--- src/ldft_cfg.svh ---
`ifndef LDFT_CFG_SVH
`define LDFT_CFG_SVH

// ==========================================================
// register map
`define LDFT_ADDR_W 5
`define LDFT_ADDR_PAGE_SELECTOR 5'h13
`define LDFT_ADDR_FREQ 5'h15
`define LDFT_ADDR_TDR 5'h16
`define LDFT_PAGE_DIAG 3'h2
`define LDFT_PAGE_RST 3'h0

// ==========================================================
// field positions
`define LDFT_PAGE_MSB 2
`define LDFT_FREQ_TRIG_BIT 15
`define LDFT_FREQ_SEL_BIT 8
`define LDFT_FREQ_RES_MSB 7
`define LDFT_TDR_EN_BIT 15
`define LDFT_TDR_FAST_BIT 14
`define LDFT_TDR_PAIR_BIT 13

// ==========================================================
// reset values
`define LDFT_RESULT_RST 8'h00
`define LDFT_SEL_RST 1'b0
`define LDFT_TDR_EN_RST 1'b0
`define LDFT_TDR_FAST_RST 1'b0
`define LDFT_TDR_PAIR_RST 1'b0

// ==========================================================
// timing
`define LDFT_CLK_NS 10
`define LDFT_FAST_STEP_NS 8
`define LDFT_PRE_NS 50
`define LDFT_FULL_NS 100
`define LDFT_PRE_CYC ((`LDFT_PRE_NS + `LDFT_CLK_NS - 1) / `LDFT_CLK_NS)
`define LDFT_FULL_CYC ((`LDFT_FULL_NS + `LDFT_CLK_NS - 1) / `LDFT_CLK_NS)

`endif

--- src/ldft_pkg.sv ---
package ldft_pkg;

  // ==========================================================
  // sampler states
  typedef enum logic [1:0] {
    LDFT_S_IDLE = 2'b01,
    LDFT_S_WAIT = 2'b10
  } ldft_samp_state_type;

  // ==========================================================
  // module state records
  typedef struct packed {
    ldft_samp_state_type state;
    logic sel;
    logic [7:0] result;
  } ldft_samp_type;

  typedef struct packed {
    logic active;
    logic neg;
    logic next_neg;
    logic full;
    logic [4:0] cnt;
  } ldft_pulse_type;

  typedef struct packed {
    logic [2:0] page;
    logic sel;
    logic tdr_en;
    logic fast;
    logic pair;
    logic [15:0] rdata;
  } ldft_regs_type;

endpackage

--- src/ldft_freq_sampler.sv ---
`timescale 1ns/1ps
`include "ldft_cfg.svh"

module ldft_freq_sampler
  import ldft_pkg::*;
(
  // clock and reset
  input wire logic ref_clk,
  input wire logic arst_n,
  input wire logic clk_en,
  // software side
  input wire logic trigger,
  input wire logic trigger_sel,
  output logic busy,
  output logic [7:0] result,
  // signal processor side
  output logic dsp_req,
  output logic dsp_sel,
  input wire logic dsp_ack,
  input wire logic [7:0] dsp_value
);

  ldft_samp_type s_q;
  ldft_samp_type s_d;

  // ==========================================================
  // request, wait, load
  always_comb begin
    s_d = s_q;
    case (s_q.state)
      LDFT_S_IDLE: begin
        // a trigger while a poll is open is dropped
        if (trigger) begin
          s_d.sel = trigger_sel;
          s_d.state = LDFT_S_WAIT;
        end
      end
      LDFT_S_WAIT: begin
        // old byte stays until the whole new one arrives
        if (dsp_ack) begin
          s_d.result = dsp_value;
          s_d.state = LDFT_S_IDLE;
        end
      end
      default: s_d.state = LDFT_S_IDLE;
    endcase
  end

  // ==========================================================
  // state register
  always_ff @(posedge ref_clk or negedge arst_n) begin
    if (!arst_n) begin
      s_q.state <= LDFT_S_IDLE;
      s_q.sel <= `LDFT_SEL_RST;
      s_q.result <= `LDFT_RESULT_RST;
    end else if (clk_en) begin
      s_q <= s_d;
    end
  end

  // request held until the processor answers
  assign dsp_req = (s_q.state == LDFT_S_WAIT);
  assign busy = dsp_req;
  assign dsp_sel = s_q.sel;
  assign result = s_q.result;

endmodule

--- src/ldft_pulse_gen.sv ---
`timescale 1ns/1ps
`include "ldft_cfg.svh"

module ldft_pulse_gen
  import ldft_pkg::*;
(
  // clock and reset
  input wire logic ref_clk,
  input wire logic arst_n,
  input wire logic clk_en,
  // control
  input wire logic enable,
  input wire logic fast,
  input wire logic fire,
  input wire logic [2:0] width,
  // pulse drive
  output logic pulse_on,
  output logic pulse_neg,
  output logic pulse_full
);

  ldft_pulse_type p_q;
  ldft_pulse_type p_d;

  // 8 ns steps on a 10 ns clock, rounded up
  function automatic logic [4:0] fast_cycles(input logic [2:0] w);
    logic [6:0] ns;
    ns = 7'(w) * 7'(`LDFT_FAST_STEP_NS) + 7'(`LDFT_CLK_NS - 1);
    return 5'(ns / 7'(`LDFT_CLK_NS));
  endfunction

  // ==========================================================
  // launch and time one pulse
  always_comb begin
    p_d = p_q;
    if (p_q.active) begin
      p_d.cnt = p_q.cnt - 5'h01;
      if (p_q.cnt == 5'h01) begin
        p_d.active = 1'b0;
      end
    end else if (fire && enable && width != 3'h0) begin
      p_d.active = 1'b1;
      if (fast) begin
        p_d.cnt = fast_cycles(width);
        p_d.full = 1'b0;
        p_d.neg = p_q.next_neg;
        p_d.next_neg = ~p_q.next_neg;
      end else begin
        // link pulses are always positive
        p_d.neg = 1'b0;
        p_d.full = (width >= 3'h2);
        p_d.cnt = p_d.full ? 5'(`LDFT_FULL_CYC) : 5'(`LDFT_PRE_CYC);
      end
    end
  end

  // ==========================================================
  // state register
  always_ff @(posedge ref_clk or negedge arst_n) begin
    if (!arst_n) begin
      p_q <= '0;
    end else if (clk_en) begin
      p_q <= p_d;
    end
  end

  assign pulse_on = p_q.active;
  assign pulse_neg = p_q.neg;
  assign pulse_full = p_q.full;

endmodule

--- src/ldft_regs.sv ---
// Function
// - trigger with select low fetches long-term offset into result.
// - trigger with select high fetches frequency control value into result.
// - trigger bit always reads back as zero.
// - bits 14:9 of frequency register ignore writes, read zero.
// - select bit is read-write, resets to zero, picks control value.
// - result byte resets to zero, loads only processor answer after trigger.
// - result is signed two's complement, about five ppm per step.
// - test enable forces power-up state for pulse operation.
// - fast select uses 100 Mb transmitter, widths in 8 ns steps.
// - fast pulses alternate positive and negative.
// - default uses link pulse generator, 50 ns or 100 ns.
// - frequency register at 0x15 of diagnostics page, bits 15, 8, 7:0.
// - pair select zero sends on transmit pair, one on receive pair.
`timescale 1ns/1ps
`include "ldft_cfg.svh"

module ldft_regs
  import ldft_pkg::*;
(
  // clock, enable and reset
  input wire logic ref_clk,
  input wire logic arst_n,
  input wire logic clk_en,

  // register port
  input wire logic [`LDFT_ADDR_W-1:0] reg_addr,
  input wire logic [15:0] reg_wdata,
  input wire logic reg_wr,
  input wire logic reg_rd,
  output logic [15:0] reg_rdata,

  // receive signal processor
  output logic dsp_req,
  output logic dsp_sel,
  input wire logic dsp_ack,
  input wire logic [7:0] dsp_value,

  // cable test control
  output logic reflect_test_on,
  output logic powerup_force,
  output logic fast_transmitter_pulse_select,
  output logic tx_on_rx_pair,

  // cable test pulse launch
  input wire logic tdr_fire,
  input wire logic [2:0] tdr_width,
  output logic pulse_on,
  output logic pulse_neg,
  output logic pulse_full
);

  // ==========================================================
  // state

  ldft_regs_type r_q;
  ldft_regs_type r_d;

  logic diag_page;
  logic hit_page;
  logic hit_freq;
  logic hit_tdr;
  logic freq_trigger;
  logic samp_busy;
  logic [7:0] samp_result;

  // ==========================================================
  // address decode

  // page register answers on every page so software can
  // always get back to the diagnostics page
  assign diag_page = (r_q.page == `LDFT_PAGE_DIAG);

  assign hit_page = (reg_addr == `LDFT_ADDR_PAGE_SELECTOR);

  // page 2 registers only decode with the page selected
  assign hit_freq = diag_page && (reg_addr == `LDFT_ADDR_FREQ);

  assign hit_tdr = diag_page && (reg_addr == `LDFT_ADDR_TDR);

  // ==========================================================
  // sample trigger

  // a write of one fires the poll; nothing is stored;
  // a trigger during an open poll is not passed on
  assign freq_trigger = clk_en && reg_wr && hit_freq && !samp_busy
    && reg_wdata[`LDFT_FREQ_TRIG_BIT];

  // ==========================================================
  // register writes and read data

  always_comb begin
    r_d = r_q;

    // read data stands only for the cycle after the read
    r_d.rdata = 16'h0000;

    if (reg_wr) begin
      if (hit_page) begin
        r_d.page = reg_wdata[`LDFT_PAGE_MSB:0];
      end

      if (hit_freq) begin
        // bits 14:9 and 7:0 are not writable here
        r_d.sel = reg_wdata[`LDFT_FREQ_SEL_BIT];
      end

      if (hit_tdr) begin
        r_d.tdr_en = reg_wdata[`LDFT_TDR_EN_BIT];
        r_d.fast = reg_wdata[`LDFT_TDR_FAST_BIT];
        r_d.pair = reg_wdata[`LDFT_TDR_PAIR_BIT];
      end
    end

    if (reg_rd) begin
      if (hit_page) begin
        r_d.rdata[`LDFT_PAGE_MSB:0] = r_q.page;
      end

      if (hit_freq) begin
        // trigger and reserved bits stay zero
        r_d.rdata[`LDFT_FREQ_TRIG_BIT] = 1'b0;
        r_d.rdata[`LDFT_FREQ_SEL_BIT] = r_q.sel;
        r_d.rdata[`LDFT_FREQ_RES_MSB:0] = samp_result;
      end

      if (hit_tdr) begin
        r_d.rdata[`LDFT_TDR_EN_BIT] = r_q.tdr_en;
        r_d.rdata[`LDFT_TDR_FAST_BIT] = r_q.fast;
        r_d.rdata[`LDFT_TDR_PAIR_BIT] = r_q.pair;
      end

      // unmapped addresses read zero, as do 0x15 and 0x16 on other pages
    end
  end

  // ==========================================================
  // state register

  always_ff @(posedge ref_clk or negedge arst_n) begin
    if (!arst_n) begin
      r_q.page <= `LDFT_PAGE_RST;
      r_q.sel <= `LDFT_SEL_RST;
      r_q.tdr_en <= `LDFT_TDR_EN_RST;
      r_q.fast <= `LDFT_TDR_FAST_RST;
      r_q.pair <= `LDFT_TDR_PAIR_RST;
      r_q.rdata <= 16'h0000;
    end else if (clk_en) begin
      r_q <= r_d;
    end
  end

  // ==========================================================
  // frequency sampler

  // the select written with the trigger governs that poll,
  // so one write can both choose and fire
  ldft_freq_sampler u_sampler (
    .ref_clk(ref_clk),
    .arst_n(arst_n),
    .clk_en(clk_en),
    .trigger(freq_trigger),
    .trigger_sel(reg_wdata[`LDFT_FREQ_SEL_BIT]),
    .busy(samp_busy),
    .result(samp_result),
    .dsp_req(dsp_req),
    .dsp_sel(dsp_sel),
    .dsp_ack(dsp_ack),
    .dsp_value(dsp_value)
  );

  // ==========================================================
  // cable test pulse generator

  // the generator only fires while test mode is on
  ldft_pulse_gen u_pulse (
    .ref_clk(ref_clk),
    .arst_n(arst_n),
    .clk_en(clk_en),
    .enable(r_q.tdr_en),
    .fast(r_q.fast),
    .fire(tdr_fire),
    .width(tdr_width),
    .pulse_on(pulse_on),
    .pulse_neg(pulse_neg),
    .pulse_full(pulse_full)
  );

  // ==========================================================
  // outputs

  assign reg_rdata = r_q.rdata;

  assign reflect_test_on = r_q.tdr_en;

  // power-up override follows the enable directly
  assign powerup_force = r_q.tdr_en;

  assign fast_transmitter_pulse_select = r_q.fast;

  assign tx_on_rx_pair = r_q.pair;

endmodule

--- config.mk ---
export PLATFORM = sky130hd
export DESIGN_NAME = ldft_regs
export DESIGN_NICKNAME = d
export VERILOG_FILES = /design/src/ldft_pkg.sv /design/src/ldft_freq_sampler.sv /design/src/ldft_pulse_gen.sv /design/src/ldft_regs.sv
export VERILOG_INCLUDE_DIRS = /design/src /design/src/src
export SDC_FILE = /design/constraint.sdc
export NUM_CORES = 1
export LEC_CHECK = 0
export ABC_CLOCK_PERIOD_IN_PS = 4600
export BUFFER_PORTS_ARGS = -buffer_cell sky130_fd_sc_hd__buf_2
export CAP_MARGIN = 5
export CORE_MARGIN = 2
export CORE_UTILIZATION = 30
export DETAILED_ROUTE_END_ITERATION = 8
export MAX_ROUTING_LAYER = met4
export SLEW_MARGIN = 0
export SYNTH_ARGS = -nofsm -noshare
export SYNTH_HDL_FRONTEND = slang
export SYNTH_SLANG_ARGS = --single-unit
--- constraint.sdc ---
create_clock -name ref_clk -period 4.6 [get_ports ref_clk]
set_clock_uncertainty 0.15 [all_clocks]
set_input_delay 0.92 -clock ref_clk [delete_from_list [all_inputs] [get_ports ref_clk]]
set_output_delay 0.92 -clock ref_clk [all_outputs]
set_load 0.005 [all_outputs]
# --- Word-level counts from Yosys, hierarchy flattened ---
# Index checks and enable logic that the tools add are counted.
# Widths: inputs -> output; s select.
classes:
  muxes: 16
  bitwise_logic: 2
  n_eq_ne: 9
  n_div: 1
  n_lt_le_gt_ge: 1
  n_reduce_logical: 20
  add_sub_neg: 2
op_table:
  columns: ["op", "count"]
  rows:
  - ["$mux 9", 3]
  - ["$reduce_and 3->1", 7]
  - ["$eq 5x5->1 const B", 3]
  - ["$mux 3", 4]
  - ["$logic_and 1x1->1", 8]
  - ["$add 6x4->7 const B", 1]
  - ["$div 7x4->7 const B", 1]
  - ["$mux 6", 1]
  - ["$eq 5x1->1 const B", 1]
  - ["$mux 5", 1]
  - ["$sub 5x1->5 const B", 1]
  - ["$mux 1", 4]
  - ["$mux 4", 1]
  - ["$ne 2x2->1 const B", 2]
  - ["$pmux 2 s2", 1]
  - ["$reduce_and 4->1", 1]
  - ["$eq 3x2->1 const B", 1]
  - ["$ge 3x2->1 const B", 1]
  - ["$reduce_bool 3->1", 1]
  - ["$eq 2x1->1 const B", 1]
  - ["$eq 2x2->1 const B", 1]
  - ["$mux 2", 1]
  - ["$not 1->1", 2]
  - ["$reduce_and 2->1", 1]
  - ["2 further kinds", 2]
word_totals:
  input_bits: 39
  output_inout_bits: 25
  ff_bits: 39
  elab_cells: 65

# --- Logic depth before layout (Yosys ltp) ---
depth:
  word_depth: 7
  depth_mapped: 14
  depth_no_buf: 14

# --- By module ---
# Synthesis repeated with hierarchy kept, for this count alone.
unflattened:
  hier_cells: 224
  hier_area_um2: 2422.3
modules_own_cells:
  columns: ["module", "cells_per_inst", "area_each_um2", "n_inst", "seq_area_each_um2"]
  rows:
  - ["ldft_regs", 75, 989.7, 1, 475.5]
  - ["ldft_pulse_gen", 110, 914.6, 1, 225.2]
  - ["ldft_freq_sampler", 39, 518.0, 1, 276.5]

# --- Worst setup path after synthesis ---
# Ideal clock, no wire load.
synth_path:
  path_kind: "input to register"
  from: "in tdr_width[1]"
  to: "reg u_pulse.p_q[0] in the netlist's numbering"
  arrival_ns: 3.566
  cell_stages: 14
  setup_time_ns: 0.076
  slack_ns: 0.807
  path_cell_list: "buf_2 > inv_1 > ha_1 > ha_1 > nor2b_1 > nor2_1 > xnor2_1 > ha_1 > a311o_2 > o31ai_2 > o21ba_1 > a32o_1 > a211o_1 > o21ai_1"
synth_via:
  elab_chain_len: 5
  elab_cells_between_ends: 11
  cone_classes: "add/sub: 1; div: 1; order compare: 1; mux: 4; reduce/logical: 4"
synth_lines:
  columns: ["item", "line_no", "text"]
  rows:
  - ["from (decl)", "ldft_regs.sv:47", "input wire logic [2:0] tdr_width,"]
  - ["$add 6x4->7 / $ge 3x2->1 (equally long branches)", "ldft_pulse_gen.sv:28, ldft_pulse_gen.sv:51", null]
  - ["$div 7x4->7 / $mux 4 (equally long branches)", "ldft_pulse_gen.sv:29, ldft_pulse_gen.sv:52", null]
  - ["$mux 6", "ldft_pulse_gen.sv:43", "if (fast) begin"]
  - ["$mux 9", "ldft_pulse_gen.sv:41", "end else if (fire && enable && width != 3'h0) begin"]
  - ["$mux 5", "ldft_pulse_gen.sv:36", "if (p_q.active) begin"]
  - ["to (signal assigned)", "ldft_pulse_gen.sv:63", "p_q <= p_d;"]
  - ["to (decl)", "ldft_pulse_gen.sv:22", "ldft_pulse_type p_q;"]
# Several ways; a longest one is shown, not always the timed one. The select of a mux whose other input is x is not followed.
# A chain may end at the register's enable or synchronous reset.

# --- Worst setup path after layout ---
layout_path:
  from: "in tdr_width[0]"
  to: "reg u_pulse.p_q[0] in the netlist's numbering"
# The elaborated chain is that of the path after synthesis.

==> flow_summary.toml <==
[run]
drv_cap = 0

[global_route]
grt_antenna_before_repair = 0
grt_usage_pct = 11.6
grt_max_degree = 40
grt_pass1_vias = 1509
grt_overflow = 0
grt_pass1_wl_um = 7070

[drt]
vias = 1610
route.detailed.drc = 0
dr.pass1.iters = 4
drtAntennaViolNets = 0
wl_met2_um = 2040
drt-initial-drc-count = 52
vias_per_cell = 4.51
drt-total-wl_um = 4360
dr_wl_met3_um = 212
top_layer = "met4"
met1_length_um = 2090
routedWlPerCell_um = 12.2

[floorplanning]
dieWidth_um = 89.3
io_pins = 64
die_area_um2 = 7970
rows = 31
die_height_um = 89.3
initial_utilization_pct = 30.6
core_area_um2 = 7140

[pwr]
power_density_nw_per_um2 = 311
power_w = 0.000780
power_frac_clock_pct = 36.1
seqPwrFrac_pct = 49.2
power_switching_w = 0.000202
intPower_w = 0.000578
p_sw_share_pct = 25.9
power_frac_comb_pct = 14.6
irDropWorstVdd_mv = 0.167
p_leak_nw = 1.24

[synthesis]
synth.largest_area_cell = "dfrtp_1"
syn_area_um2 = 2180
syn_inst = 222
synth_edf_count = 0
synth_ff_type = "dfrtp_1"
ys_types = 50
synth-compound-area-share_pct = 13.1
synth_xor_area_share_pct = 1.20
synth_top_family_by_area = "simple AND/OR/NAND/NOR gates"
ys_seq_elements = 39
synthTopCellsByArea = "dfrtp_1, mux2_2, buf_4, ha_1, nand2_1"
synthSimpleGateAreaFrac_pct = 16.6
yosysTopAreaCellShare_pct = 43.6
netlist_top_cells_count = "dfrtp_1, nand2_1, inv_1, buf_4, mux2_2"
synth-adder-area-share_pct = 4.02
ys_warn_count = 0
ys_async_sr_fraction_pct = 100
synth.avg_cell_area_um2 = 9.82
synth-seq-area-share_pct = 44.8
synth.most_common_cell = "dfrtp_1"
synth_mux_area_share_pct = 9.24

[status]
status = "complete, no violations"

[min_path]
hold_class = "flip-flop to flip-flop"
min_from = "u_sampler.result[4]"
min_to = "reg_rdata[4]"
min_path_cells = 2

[placed_design]
gp_congestion = 0.858
port_buffers = 50
dpl.hpwl_um = 3250

[cts]
clk_path_buf_depth = 2
clk_pin_slew_worst_paths_ns = 0.08
cts_made_buffers = 5
cts_hold_buf = 0
cts_tree = "built"
cts-root-buf = "clkbuf_8"
cts.htree.levels = 2
clk_latency_ns = 0.28
clock-sinks = 39
postCtsSetupRepairBufs = 0
cts_resized = 0

[timing]
tns_ns = 0
post-route-period-util_pct = 86.1
slew_headroom_pct = 42.4
setup_violations = 0
finalMaxSlewViolations = 0
hold_violations = 0
fin_crit_ns = 3.96
worstMarginPinSlew_ns = 0.864
fmax_mhz = 252
grt_setup_unrepaired = "no"

[worst_setup_path]
critical_path_class = "input port to flip-flop"
start_kind = "input port"
worstReg2RegStart = "r_q[22]"
ff2ff_path_depth = 5
cp_data_required_time_ns = 4.66
r2r_slack_ns = 2.52
slowest_stage = "ha_1"
cp.arrival_ns = 4.02
r2r-end = "u_sampler.dsp_sel"
end_kind = "flip-flop"
critPathMaxFanout = 11
path_cells = "buf_2, inv_1, ha_1, ha_1, nor2b_1, nor2_1, xnor2_1, ha_1, or2b_1, o31ai_2, o21ba_1, a32o_1, a211o_1, o21ai_1"
path_common_cell = "ha_1"
slowest_delay_ns = 0.40

[final_layout]
diodes = 0
fin_nets = 303
layout-drive-gt1-share_pct = 30.6
area_delta_synth_final_pct = 15.2
==> critical path: cells and delay by family <==
family / cells / cell delay, ns
xor+xnor: 1 / 0.19
compound gates: 5 / 1.07
buf+inv: 2 / 0.30
simple gates: 3 / 0.62
fa+ha+maj: 3 / 0.91
==> flip-flops by register name (all words and copies together) (netlist names) <==
name,count
fast_transmitter_pulse_select,1
powerup_force,1
r_q,4
reg_rdata,12
tx_on_rx_pair,1
u_pulse.p_q,6
u_pulse.pulse_full,1
u_pulse.pulse_neg,1
u_pulse.pulse_on,1
u_sampler.dsp_sel,1
u_sampler.result,8
u_sampler.s_q,2
==> cell type report <==
| class | instances | area (um2) |
|---|---|---|
| fill | 769 | 4620 |
| sequential | 39 | 977 |
| multi-input combinational | 142 | 977 |
| timing repair buffer | 50 | 250 |
| tap | 99 | 124 |
| inverter | 19 | 71.3 |
| clock buffer | 5 | 68.8 |
| clock inverter | 3 | 43.8 |
==> per-layer routing <==
layer,up-vias,track usage (%)
met5,-,-
met4,0,2.44
met3,2,3.14
met2,35,18.6
met1,759,14.9
li1,814,-
==> worst max-delay path by stage <==
stage,from,end,slack [ns],cells past startpoint
final,tdr_width[0],u_pulse.p_q[0],0.64,14
after global routing,tdr_width[0],u_pulse.p_q[0],0.44,14
after CTS,tdr_width[0],u_pulse.p_q[0],0.68,14
after detailed placement,tdr_width[0],u_pulse.p_q[0],0.38,14
after global placement,tdr_width[0],u_pulse.p_q[0],0.42,14
after floorplan,tdr_width[1],u_pulse.p_q[0],0.81,14
==> stage by stage <==
step / worst slack, ns / hold WS (ns) / util, % / instances / area (um2)
floorplan: 0.807 / 0.294 / - / 225 / 2190
global placement: 0.423 / 0.302 / 33.6 / 349 / 2400
detailed placement: 0.385 / 0.312 / 33.6 / 349 / 2400
CTS: 0.675 / 0.331 / 35.2 / 357 / 2510
global route: 0.438 / 0.363 / 35.2 / 357 / 2510
finish: 0.638 / 0.329 / 35.2 / 357 / 2510
==> placed cells by master (no fill, tap or decap), types with 3 or more instances in the layout <==
cell / instances
a21oi_1: 8
a22oi_1: 3
buf_2: 50
clkbuf_8: 5
conb_1: 4
dfrtp_1: 38
ha_1: 7
inv_1: 19
mux2_2: 16
nand2_1: 21
nand3_1: 7
nor2_1: 9
nor2b_1: 6
nor3_1: 5
o21ai_0: 11
o22ai_1: 4
xnor2_1: 3
==> power by group through the flow <==
stage	Sequential (W)	Clock, W	Combinational (W)
2_1_floorplan	0.000384	0	0.0000831
3_3_place_gp	0.000390	0	0.000113
3_5_place_dp	0.000390	0	0.000116
4_1_cts	0.000384	0.000295	0.000116
5_1_grt	0.000388	0.000308	0.000130
6_report	0.000384	0.000282	0.000114
==> kinds of logic (layout without fill, tap and decap cells) <==
group,Yosys count,count (layout)
adders and majority gates,7,7
AOI/OAI and AO/OA,43,43
other,1,4
xor gates and xnor gates,3,3
and+or+nand+nor,67,67
buffers and inverters,44,77
muxes,18,18
DFF,39,39
(Power assumes the default switching activity.)
